**src/shared/fwp_protect_defs.vh**
```
// constants for the serial flash write-protection and status block
// How it works
// - while supply reset is active all logic is held and every instruction ignored
// - reset pin low or the reset command pair restarts power-on initialisation
// - one lock bit per middle 64KB block, one per 4KB top/bottom sector
// - erase or program to a region whose lock bit is 1 is ignored
// - every individual lock bit comes up as 1 after reset
// - scheme select 0 uses range protection, 1 uses individual lock bits
// - in power-down only the release instruction is obeyed
// - busy flag bit 0 is 1 during operations; only status reads and suspend accepted
// - write-latch flag bit 1 becomes 1 after the write-latch-set instruction
// - write latch cleared at reset and after disable, program, erase, status write
// - range bits writable by status write, reset to 0 meaning nothing protected
// - range-from-bottom bit 0 protects from top, 1 from bottom; resets to 0
// - status lock mode bits sit at status bits 8 and 7
// - lock mode 00 ignores the protect pin; status writes need the write latch or the 50h enable
// - lock mode 01 with protect pin low blocks status writes
// - lock mode 10 refuses status writes until power cycle, which restores 00
// - lock mode 11 refuses all status writes until power cycle, which restores 00
// - status write permission from lock mode bits, write latch or 50h enable, and protect pin
// - every status bit resets to 0
// - opcodes 05h, 01h, 06h, 04h, 50h, 35h, 31h as listed
// - invert bit 1 inverts the range protection; resets to 0
`ifndef FWP_PROTECT_DEFS_VH
`define FWP_PROTECT_DEFS_VH
`define FWP_OP_RD_ST1     8'h05
`define FWP_OP_WR_ST      8'h01
`define FWP_OP_WL_SET     8'h06
`define FWP_OP_WL_CLR     8'h04
`define FWP_OP_VOL_EN     8'h50
`define FWP_OP_RD_ST2     8'h35
`define FWP_OP_WR_ST2     8'h31
`define FWP_OP_UNLOCK     8'h39
`define FWP_OP_LOCK       8'h36
`define FWP_OP_PROG       8'h02
`define FWP_OP_QPROG      8'h32
`define FWP_OP_SEC_ERASE  8'h20
`define FWP_OP_BLK_ERASE  8'hD8
`define FWP_OP_CHIP_ERASE 8'hC7
`define FWP_OP_SUSPEND    8'h75
`define FWP_OP_PDOWN      8'hB9
`define FWP_OP_PD_REL     8'hAB
`define FWP_OP_RST_EN     8'h66
`define FWP_OP_RST        8'h99
`define FWP_SR2_WPS_BIT   4
`define FWP_SR2_CMP_BIT   6
`define FWP_SR_RESET      8'h00
`define FWP_LOCK_BLOCKS   254
`define FWP_LOCK_SECTORS  32
`define FWP_CLK_NS        100
`define FWP_T_WRST_US     5000
`define FWP_T_PROG_US     700
`define FWP_T_ERASE_US    45000
`define FWP_KIND_PROG     2'h0
`define FWP_KIND_SECTOR   2'h1
`define FWP_KIND_BLOCK    2'h2
`define FWP_KIND_CHIP     2'h3
`endif

```
**src/hdl/fwp_protect_status.v**
```verilog
// status registers, write latch and array write protection of the serial flash
`timescale 1ns/1ns
`default_nettype none
`include "fwp_protect_defs.vh"
module fwp_protect_status #(
   parameter BUSY_WRST_CYC  = (`FWP_T_WRST_US * 1000) / `FWP_CLK_NS,
   parameter BUSY_PROG_CYC  = (`FWP_T_PROG_US * 1000) / `FWP_CLK_NS,
   parameter BUSY_ERASE_CYC = (`FWP_T_ERASE_US * 1000) / `FWP_CLK_NS
) (
   // system
   input  wire        clock,
   input  wire        rst_n,
   // serial link pins
   input  wire        sclk,
   input  wire        cs_n,
   input  wire        di,
   input  wire        wp_n,
   input  wire        rst_pin_n,
   output reg         do_out,
   output reg         do_oe,
   // array modification requests
   output reg         mod_start,
   output reg  [1:0]  mod_kind,
   output reg  [23:0] mod_addr,
   output reg         mod_suspend
);
   localparam NLOCK = `FWP_LOCK_BLOCKS + `FWP_LOCK_SECTORS;
   localparam [19:0] WRST_CYC  = BUSY_WRST_CYC[19:0];
   localparam [19:0] PROG_CYC  = BUSY_PROG_CYC[19:0];
   localparam [19:0] ERASE_CYC = BUSY_ERASE_CYC[19:0];
   // idle pin levels, so no false link clock edge follows reset
   localparam [4:0]  PIN_IDLE  = 5'h1A;

   // reset release
   reg         rst_q1;
   reg         rst_s;
   always @(posedge clock or negedge rst_n) begin
      if (!rst_n) begin
         rst_q1 <= 1'b0;
         rst_s  <= 1'b0;
      end else begin
         rst_q1 <= 1'b1;
         rst_s  <= rst_q1;
      end
   end

   // pin synchronisers: a change counts once stages two and three agree
   wire [4:0]  pin_raw = {rst_pin_n, wp_n, di, cs_n, sclk};
   reg  [4:0]  pin_s1;
   reg  [4:0]  pin_s2;
   reg  [4:0]  pin_s3;
   reg  [4:0]  pin_ok;
   reg  [4:0]  pin_old;
   genvar g;
   generate
      for (g = 0; g < 5; g = g + 1) begin : sync
         always @(posedge clock or negedge rst_s) begin
            if (!rst_s) begin
               pin_s1[g]  <= PIN_IDLE[g];
               pin_s2[g]  <= PIN_IDLE[g];
               pin_s3[g]  <= PIN_IDLE[g];
               pin_ok[g]  <= PIN_IDLE[g];
               pin_old[g] <= PIN_IDLE[g];
            end else begin
               pin_s1[g] <= pin_raw[g];
               pin_s2[g] <= pin_s1[g];
               pin_s3[g] <= pin_s2[g];
               if (pin_s2[g] == pin_s3[g]) begin
                  pin_ok[g] <= pin_s3[g];
               end
               pin_old[g] <= pin_ok[g];
            end
         end
      end
   endgenerate
   wire sclk_rise = pin_ok[0] & ~pin_old[0];
   wire sclk_fall = ~pin_ok[0] & pin_old[0];
   wire cs_fall   = ~pin_ok[1] & pin_old[1];
   wire cs_rise   = pin_ok[1] & ~pin_old[1];
   wire sel       = ~pin_ok[1];
   wire di_v      = pin_ok[2];
   wire wp_high   = pin_ok[3];
   wire pin_reset = ~pin_ok[4];

   // status bits
   reg         busy;
   reg         write_latch_flag;
   reg         vol_en;
   reg  [2:0]  range_bits;
   reg         range_from_bottom;
   reg         granule_select;
   reg         status_lock_mode_lo;
   reg         status_lock_mode_hi;
   reg         quad_en;
   reg         sec_lock;
   reg         protect_scheme_select;
   reg         protect_invert;
   reg  [NLOCK-1:0] lock_bits;
   reg         pdown;
   reg         rst_armed;
   reg  [19:0] busy_cnt;
   wire [7:0]  status_one = {status_lock_mode_lo, granule_select, range_from_bottom,
                             range_bits, write_latch_flag, busy};
   wire [7:0]  status_two = {1'b0, protect_invert, 1'b0, protect_scheme_select,
                             1'b0, sec_lock, quad_en, status_lock_mode_hi};

   // serial frame state
   reg  [7:0]  sh_in;
   reg  [2:0]  bit_cnt;
   reg  [3:0]  byte_cnt;
   reg  [7:0]  cmd;
   reg  [7:0]  dat1;
   reg  [7:0]  dat2;
   reg  [23:0] addr;
   reg  [7:0]  sh_out;
   wire [7:0]  byte_in = {sh_in[6:0], di_v};

   // range protection of one address
   function range_hit;
      input [23:0] a;
      input [2:0]  bp;
      input        bot;
      input        gran;
      input        inv;
      reg   [4:0]  sh;
      reg   [23:0] m;
      reg          hit;
      begin
         sh = 5'h00;
         m = 24'h000000;
         hit = 1'b0;
         if (bp == 3'h7) begin
            hit = 1'b1;
         end else if (bp != 3'h0) begin
            if (gran) begin
               sh = (bp > 3'h4) ? 5'h0F : (5'h0B + {2'h0, bp});
            end else begin
               sh = 5'h11 + {2'h0, bp};
            end
            m = 24'hFFFFFF << sh;
            hit = bot ? ((a & m) == 24'h000000) : ((a & m) == m);
         end
         range_hit = hit ^ inv;
      end
   endfunction

   // index of the lock bit that covers an address
   function [8:0] lock_idx;
      input [23:0] a;
      begin
         if (a[23:16] == 8'h00) begin
            lock_idx = 9'd254 + {5'h00, a[15:12]};
         end else if (a[23:16] == 8'hFF) begin
            lock_idx = 9'd270 + {5'h00, a[15:12]};
         end else begin
            lock_idx = {1'b0, a[23:16]} - 9'd1;
         end
      end
   endfunction

   wire [8:0] cur_idx  = lock_idx(addr);
   wire       lock_hit = lock_bits[cur_idx];
   // scheme select picks which protection counts
   wire       addr_prot = protect_scheme_select ? lock_hit :
                          range_hit(addr, range_bits, range_from_bottom,
                                    granule_select, protect_invert);
   wire       any_prot  = protect_scheme_select ? (|lock_bits) :
                          ((range_bits != 3'h0) | protect_invert);
   // status write permission
   wire       st_mode_ok = ~status_lock_mode_hi &
                           (~status_lock_mode_lo | wp_high);
   wire       st_write_ok = st_mode_ok & (write_latch_flag | vol_en);
   wire       reading = sel & (byte_cnt != 4'h0) & ~pdown &
                        ((cmd == `FWP_OP_RD_ST1) | (cmd == `FWP_OP_RD_ST2));
   // instruction gating: power-down and busy narrow what is obeyed
   wire       pd_ok   = ~pdown | (cmd == `FWP_OP_PD_REL);
   wire       busy_ok = ~busy | (cmd == `FWP_OP_SUSPEND);
   wire       frame_ok = cs_rise & (bit_cnt == 3'h0) & (byte_cnt != 4'h0) &
                         pd_ok & busy_ok;

   always @(posedge clock or negedge rst_s) begin
      if (!rst_s) begin
         // supply reset: whole state to factory values
         busy                  <= 1'b0;
         write_latch_flag                   <= 1'b0;
         vol_en                <= 1'b0;
         range_bits            <= 3'h0;
         range_from_bottom     <= 1'b0;
         granule_select        <= 1'b0;
         status_lock_mode_lo   <= 1'b0;
         status_lock_mode_hi   <= 1'b0;
         quad_en               <= 1'b0;
         sec_lock              <= 1'b0;
         protect_scheme_select <= 1'b0;
         protect_invert        <= 1'b0;
         lock_bits             <= {NLOCK{1'b1}};
         pdown                 <= 1'b0;
         rst_armed             <= 1'b0;
         busy_cnt              <= 20'h00000;
         sh_in                 <= 8'h00;
         bit_cnt               <= 3'h0;
         byte_cnt              <= 4'h0;
         cmd                   <= 8'h00;
         dat1                  <= 8'h00;
         dat2                  <= 8'h00;
         addr                  <= 24'h000000;
         sh_out                <= 8'h00;
         do_out                <= 1'b0;
         do_oe                 <= 1'b0;
         mod_start             <= 1'b0;
         mod_kind              <= 2'h0;
         mod_addr              <= 24'h000000;
         mod_suspend           <= 1'b0;
      end else if (pin_reset) begin
         // reset pin restarts initialisation; non-volatile bits survive
         busy      <= 1'b0;
         busy_cnt  <= 20'h00000;
         write_latch_flag       <= 1'b0;
         vol_en    <= 1'b0;
         lock_bits <= {NLOCK{1'b1}};
         pdown     <= 1'b0;
         rst_armed <= 1'b0;
         bit_cnt   <= 3'h0;
         byte_cnt  <= 4'h0;
         do_oe     <= 1'b0;
         mod_start <= 1'b0;
         mod_suspend <= 1'b0;
      end else begin
         mod_start   <= 1'b0;
         mod_suspend <= 1'b0;
         if (busy) begin
            if (busy_cnt <= 20'h00001) begin
               busy     <= 1'b0;
               busy_cnt <= 20'h00000;
            end else begin
               busy_cnt <= busy_cnt - 20'h00001;
            end
         end
         if (cs_fall) begin
            bit_cnt  <= 3'h0;
            byte_cnt <= 4'h0;
         end else if (sel & sclk_rise) begin
            sh_in   <= byte_in;
            bit_cnt <= bit_cnt + 3'h1;
            if (bit_cnt == 3'h7) begin
               if (byte_cnt != 4'hF) begin
                  byte_cnt <= byte_cnt + 4'h1;
               end
               case (byte_cnt)
                  4'h0: begin
                     cmd <= byte_in;
                  end
                  4'h1: begin
                     dat1        <= byte_in;
                     addr[23:16] <= byte_in;
                  end
                  4'h2: begin
                     dat2       <= byte_in;
                     addr[15:8] <= byte_in;
                  end
                  4'h3: begin
                     addr[7:0] <= byte_in;
                  end
                  default: begin
                  end
               endcase
            end
         end
         // status read data leaves on falling clock, reloaded every byte
         if (reading & sclk_fall) begin
            if (bit_cnt == 3'h0) begin
               do_out <= (cmd == `FWP_OP_RD_ST1) ? status_one[7] : status_two[7];
               sh_out <= (cmd == `FWP_OP_RD_ST1) ? {status_one[6:0], 1'b0} :
                                                   {status_two[6:0], 1'b0};
            end else begin
               do_out <= sh_out[7];
               sh_out <= {sh_out[6:0], 1'b0};
            end
         end
         do_oe <= reading;
         // instructions take effect when the frame closes on a byte boundary
         if (frame_ok) begin
            rst_armed <= (cmd == `FWP_OP_RST_EN);
            case (cmd)
               `FWP_OP_WL_SET: begin
                  write_latch_flag <= 1'b1;
               end
               `FWP_OP_WL_CLR: begin
                  write_latch_flag    <= 1'b0;
                  vol_en <= 1'b0;
               end
               `FWP_OP_VOL_EN: begin
                  vol_en <= 1'b1;
               end
               `FWP_OP_WR_ST: begin
                  if (st_write_ok) begin
                     range_bits          <= dat1[4:2];
                     range_from_bottom   <= dat1[5];
                     granule_select      <= dat1[6];
                     status_lock_mode_lo <= dat1[7];
                     if (byte_cnt >= 4'h3) begin
                        status_lock_mode_hi   <= dat2[0];
                        quad_en               <= dat2[1];
                        sec_lock              <= sec_lock | dat2[2];
                        protect_scheme_select <= dat2[`FWP_SR2_WPS_BIT];
                        protect_invert        <= dat2[`FWP_SR2_CMP_BIT];
                     end
                     write_latch_flag      <= 1'b0;
                     vol_en   <= 1'b0;
                     busy     <= 1'b1;
                     busy_cnt <= WRST_CYC;
                  end
               end
               `FWP_OP_WR_ST2: begin
                  if (st_write_ok) begin
                     status_lock_mode_hi   <= dat1[0];
                     quad_en               <= dat1[1];
                     sec_lock              <= sec_lock | dat1[2];
                     protect_scheme_select <= dat1[`FWP_SR2_WPS_BIT];
                     protect_invert        <= dat1[`FWP_SR2_CMP_BIT];
                     write_latch_flag      <= 1'b0;
                     vol_en   <= 1'b0;
                     busy     <= 1'b1;
                     busy_cnt <= WRST_CYC;
                  end
               end
               `FWP_OP_UNLOCK, `FWP_OP_LOCK: begin
                  if (write_latch_flag & (byte_cnt >= 4'h4)) begin
                     lock_bits[cur_idx] <= (cmd == `FWP_OP_LOCK);
                  end
               end
               `FWP_OP_PROG, `FWP_OP_QPROG, `FWP_OP_SEC_ERASE, `FWP_OP_BLK_ERASE: begin
                  // locked targets (scheme select 1) or range-protected targets (scheme select 0) are dropped untouched
                  if (write_latch_flag & (byte_cnt >= 4'h4) & ~addr_prot) begin
                     mod_start <= 1'b1;
                     mod_addr  <= addr;
                     mod_kind  <= (cmd == `FWP_OP_SEC_ERASE) ? `FWP_KIND_SECTOR :
                                  (cmd == `FWP_OP_BLK_ERASE) ? `FWP_KIND_BLOCK :
                                                               `FWP_KIND_PROG;
                     write_latch_flag       <= 1'b0;
                     busy      <= 1'b1;
                     busy_cnt  <= ((cmd == `FWP_OP_PROG) | (cmd == `FWP_OP_QPROG)) ?
                                  PROG_CYC : ERASE_CYC;
                  end
               end
               `FWP_OP_CHIP_ERASE: begin
                  if (write_latch_flag & ~any_prot) begin
                     mod_start <= 1'b1;
                     mod_addr  <= 24'h000000;
                     mod_kind  <= `FWP_KIND_CHIP;
                     write_latch_flag       <= 1'b0;
                     busy      <= 1'b1;
                     busy_cnt  <= ERASE_CYC;
                  end
               end
               `FWP_OP_SUSPEND: begin
                  mod_suspend <= busy;
               end
               `FWP_OP_PDOWN: begin
                  pdown <= 1'b1;
               end
               `FWP_OP_PD_REL: begin
                  pdown <= 1'b0;
               end
               `FWP_OP_RST: begin
                  // software reset pair restarts initialisation
                  if (rst_armed) begin
                     write_latch_flag       <= 1'b0;
                     vol_en    <= 1'b0;
                     lock_bits <= {NLOCK{1'b1}};
                     pdown     <= 1'b0;
                  end
               end
               default: begin
               end
            endcase
         end
      end
   end
endmodule
`default_nettype wire

```
**config.mk**
```make
export PLATFORM = sky130hd
export DESIGN_NAME = fwp_protect_status
export DESIGN_NICKNAME = d
export VERILOG_FILES = /design/src/hdl/fwp_protect_status.v
export VERILOG_INCLUDE_DIRS = /design/src /design/src/shared
export SDC_FILE = /design/constraint.sdc
export NUM_CORES = 1
export LEC_CHECK = 0
export BUFFER_PORTS_ARGS = -buffer_cell sky130_fd_sc_hd__clkbuf_2
export CORE_MARGIN = 2
export CORE_UTILIZATION = 40
export DETAILED_ROUTE_END_ITERATION = 8
export PLACE_DENSITY = 0.52
export SLEW_MARGIN = 20
export SYNTH_ARGS = -nofsm -noshare
export SYNTH_HDL_FRONTEND = slang
export SYNTH_SLANG_ARGS = --single-unit
export TNS_END_PERCENT = 20
```
**constraint.sdc**
```tcl
create_clock -name clock -period 20.5 [get_ports clock]
set_clock_uncertainty 0.05 [all_clocks]
set_input_delay 6.15 -clock clock [delete_from_list [all_inputs] [get_ports clock]]
set_output_delay 6.15 -clock clock [all_outputs]
set_load 0.01 [all_outputs]
```
# Word level (Yosys, flattened, before mapping)
# Index checks and enable logic that the tools add are counted.
word_totals:
  regBits: 430
  out_inout_bits: 30
  input_bits: 7
op_classes:
  magnitude_cmp: 6
  n_shift: 1
  add_sub_neg: 8
  n_eq_ne: 50
  muxes: 102
  bitwise: 40
  n_reduce_logical: 27
op_table:
  columns: ["cell", "n"]
  rows:
  - ["$mux 286", 4]
  - ["$pmux 286 s2", 1]
  - ["$bwmux 286", 1]
  - ["$reduce_or 286->1", 1]
  - ["$mux 20", 7]
  - ["$pmux 20 s3", 1]
  - ["$mux 1", 51]
  - ["$eq 8x6->1 const B", 6]
  - ["$eq 8x8->1 const B", 6]
  - ["$mux 24", 2]
  - ["$pmux 24 s2", 1]
  - ["$reduce_and 5->1", 5]
  - ["$and 24x24->24", 1]
  - ["$eq 24x24->1", 1]
  - ["$eq 8x3->1 const B", 3]
  - ["$eq 8x7->1 const B", 3]
  - ["$logic_not 24->1", 1]
  - ["$shl 24x5->24 const A", 1]
  - ["$le 20x1->1 const B", 1]
  - ["$mux 4", 5]
  - ["$mux 5", 4]
  - ["$sub 20x1->20 const B", 1]
  - ["$mux 19", 1]
  - ["$and 1x1->1", 18]
  - ["other kinds (54)", 108]

# Longest topological paths before layout
logic_depth:
  word_depth: 19
  mapped_depth: 23

# Worst setup path after synthesis
# Ideal clock, no wire load.
synth_timing:
  path_kind: "register to output"
  start: "register mod_addr[0]"
  end: "output mod_addr[0]"
  path_stages_with_launch: 1
  path_slack_ns: 13.906
  t_required_ns: 14.300
  n_path_buf: 0
  arrival_time_ns: 0.394
  cell_sequence: "dfrtp_1"
synth_lines:
  columns: ["item", "line_no", "source"]
  rows:
  - ["start: declaration", "fwp_protect_status.v:24", "output reg [23:0] mod_addr,"]
  - ["start signal: assignment", "fwp_protect_status.v:336", "mod_addr <= addr;"]
# No word-level cell between the ends.

# Final worst setup path
layout_timing:
  start: "register mod_addr[17]"
  end: "output mod_addr[17]"
# No word-level cell between the ends.

==> results.yml <==
layout:
  antenna-diode-count: 0
  final_layout_size_suffix_gt1_frac: 0.299
  fin_nets: 2865
  final_cells: 3743
  syn2layout_area_growth_pct: 9.27
  postLayoutCoreUtil: 0.443
routing:
  ant_nets: 0
  drt-total-wl_um: 99000
  detailroute.wirelength.met2_um: 45700
  met1_length_um: 40500
  maxUsedRoutingLayer: "met5"
  dr.pass1.iters: 6
  met3_wirelength_from_detailed_routing_um: 7190
  vias: 23900
  drc: 0
  vias_per_cell: 6.40
  drt-wirelength-per-cell_um: 26.4
  drt_iter0_markers: 2523
yosys:
  synthesized_area_per_cell_um2: 9.05
  synth_common_cells: "nand2_1, mux2_2, dfstp_2, o21ai_0, nor2_1"
  ys_seq_area_frac: 0.414
  postSynthCellCount: 2963
  postSynth.topFlopCell: "dfstp_2"
  post-synth-top-count-cell: "nand2_1"
  synthArstFlopShare: 1.00
  synth_top_cells_by_area: "dfstp_2, mux2_2, dfrtp_1"
  netlist_area_mm2: 0.0268
  yosys_warnings: 0
  yosysUniqueCellTypes: 92
  synth_top_cell_by_area: "dfstp_2"
  count_of_flip_flops_with_a_built_in_enable_after_synthesis: 0
  post-synth-top-area-fraction: 0.293
  synth_nets: 2988
  synth_seq_cells: 429
critical_path:
  cp.depth: 1
  crit_family: "flip-flops"
  r2r_end: "mod_kind[1]"
  worstSetupStartpointType: "flip-flop"
  worst_setup_path_endpoint: "mod_addr[17]"
  type_of_destination_of_the_critical_path: "output pin"
  cp.buffers_inverters: 1
  r2r_slack_ps: 13710
  critPathArrivalTime_ps: 1150
  path_cells: "clkbuf_2"
  timing.reg2reg.worst_path_depth: 16
  criticalPathCategory: "reg -> out"
  critical_path.slowest_cell: "dfrtp_1"
  worstPathMaxFanout: 3
  critPathMaxStageDelay_ps: 410
  worst_ep_required_time_ps: 14300
  rr_startpoint: "dat1[1]"
  critPathLaunch: "mod_addr[17]"
timing:
  max_freq_ghz: 0.136
  fin_tns_setup_ps: 0
  number_of_pins_with_negative_max_slew_slack_in_the_final_report: 0
  post-route-min-period_ps: 7350
  timing_hold_violations_final: 0
  timing.final.crit_share: 0.359
  hold_slack_ps: 298
  setup-violations-final: 0
  rsz0062_at_grt: "false"
  worst_slew_margin_rel: 0.168
  worst-slew-pin-transition_ps: 1240
power_and_ir_drop:
  power_per_cell_area_mw_per_mm2: 95.0
  irDropWorstVdd_uv: 75.9
  leakage_uw: 0.0115
clock_tree:
  cts.hold.buffers_added: 0
  post_cts_sizing_count: 0
  tritoncts.num_buffers: 51
  clock_latency_of_the_later_clocked_register_in_the_worst_skew_pair_ps: 630
  clk_transition_reported_paths_ps: 60
  clkSinkCount: 429
  ctsRootBufferMaster: "clkbuf_16"
  tritoncts_clock_tree: "done"
  cts.repair_timing.setup_buffer_count: 0
  cts-root-to-sink-buffers: 3
  clock_tree.htree_level_count: 2
floorplanning:
  dieHeight_um: 263
  rows: 94
  floorplan.io_pins: 37
  die_width_um: 263
  initial_utilization: 0.406
  core_area_mm2: 0.0661
  die_footprint_mm2: 0.0691
global_routing:
  grt_pass1_wl_um: 151000
  initial_antenna_violation_count: 4
  grt-ovfl-total: 0
  grt_pass1_vias: 23500
  grt_max_degree: 268
  global_route.usage.total: 0.279
placement:
  place.detailed.instances: 3650
  dp_hpwl_um: 62800
  buffer_ports.inserted: 36
  gp_routability_congestion: 0.922
outcome:
  outcome: "complete, no violations"
job:
  timing.max_cap.violations: 0
hold_path:
  min_path_type: "reg -> reg"
-- cell type report --
cell class / count / area, um2
Inverter: 30 / 113
Clock inverter: 19 / 285
Sequential cell: 429 / 11100
Multi-Input combinational cell: 2245 / 14600
Tap cell: 864 / 1080
Timing Repair Buffer: 83 / 578
Fill cell: 6326 / 36800
Clock buffer: 73 / 1470
-- power by group --
part           internal [uW]  switching (uW)  total, uW
registers               1150             201       1350
clock network            575             390        965
logic                    243             227        470
-- through the flow --
step	instance area (um2)	setup slack [ps]	power, uW
after floorplan	26800	8130	1630
after global routing	29300	13110	2900
after detailed placement	27500	13760	1820
after CTS	29300	13110	2800
after global placement	27500	13780	1800
final	29300	13150	2780
-- registers in the layout, summed over array words and instances, names as in the netlist, 4 cells and up --
| signal | count |
|---|---|
| lock_bits | 286 |
| mod_addr | 24 |
| busy_cnt | 20 |
| addr | 16 |
| cmd | 8 |
| dat1 | 8 |
| sh_in | 7 |
| sh_out | 7 |
| pin_s1 | 5 |
| pin_s2 | 5 |
| pin_s3 | 5 |
| byte_cnt | 4 |
-- routing by layer --
layer,global-route usage,vias to the layer above
li1,-,10600
met1,0.360,12000
met2,0.451,1066
met3,0.0478,276
met4,0.144,4
met5,0,-
-- logic make-up (layout without fill, tap and decap cells) --
| group | Yosys count | count (layout) | synth area share |
|---|---|---|---|
| adder cells (fa/ha/maj) | 23 | 23 | 0.0103 |
| AO/OA/AOI/OAI | 742 | 742 | 0.176 |
| other | 1 | 1 | 0.000140 |
| flip-flops | 429 | 429 | 0.414 |
| AND/OR/NAND/NOR | 1086 | 1086 | 0.190 |
| multiplexers | 371 | 371 | 0.159 |
| buffers and inverters | 289 | 205 | 0.0429 |
| XOR/XNOR | 22 | 22 | 0.00719 |
-- layout by cell type (no fill, tap or decap), types with 36 or more instances in the layout --
cell       synthesis  final
and3_1            68     68
o21ai_0          256    255
buf_4              3     44
nand2_1          464    462
a21oi_1          156    156
clkbuf_16          0     51
nor4_1            93     93
dfrtp_1          130    128
nand3_1           63     63
nand2b_1          47     47
nor2_1           201    193
a211oi_1          74     74
nor3_1            54     48
clkbuf_2           0     36
dfstp_2          299    299
mux2_2           333    333
-- how the worst min path moves through the flow --
stage	startpoint	depth (start not counted)	slack (ps)	to
2_1_floorplan	pin_s1[0]	0	280	pin_s2[0]
4_1_cts	pin_s1[2]	0	300	pin_s2[2]
6_report	rst_q1	0	300	rst_s
3_3_place_gp	pin_s1[2]	0	280	pin_s2[2]
5_1_grt	rst_q1	0	300	rst_s
3_5_place_dp	pin_s1[0]	0	290	pin_s2[0]
Note: power is estimated with default switching activity, not from simulation.
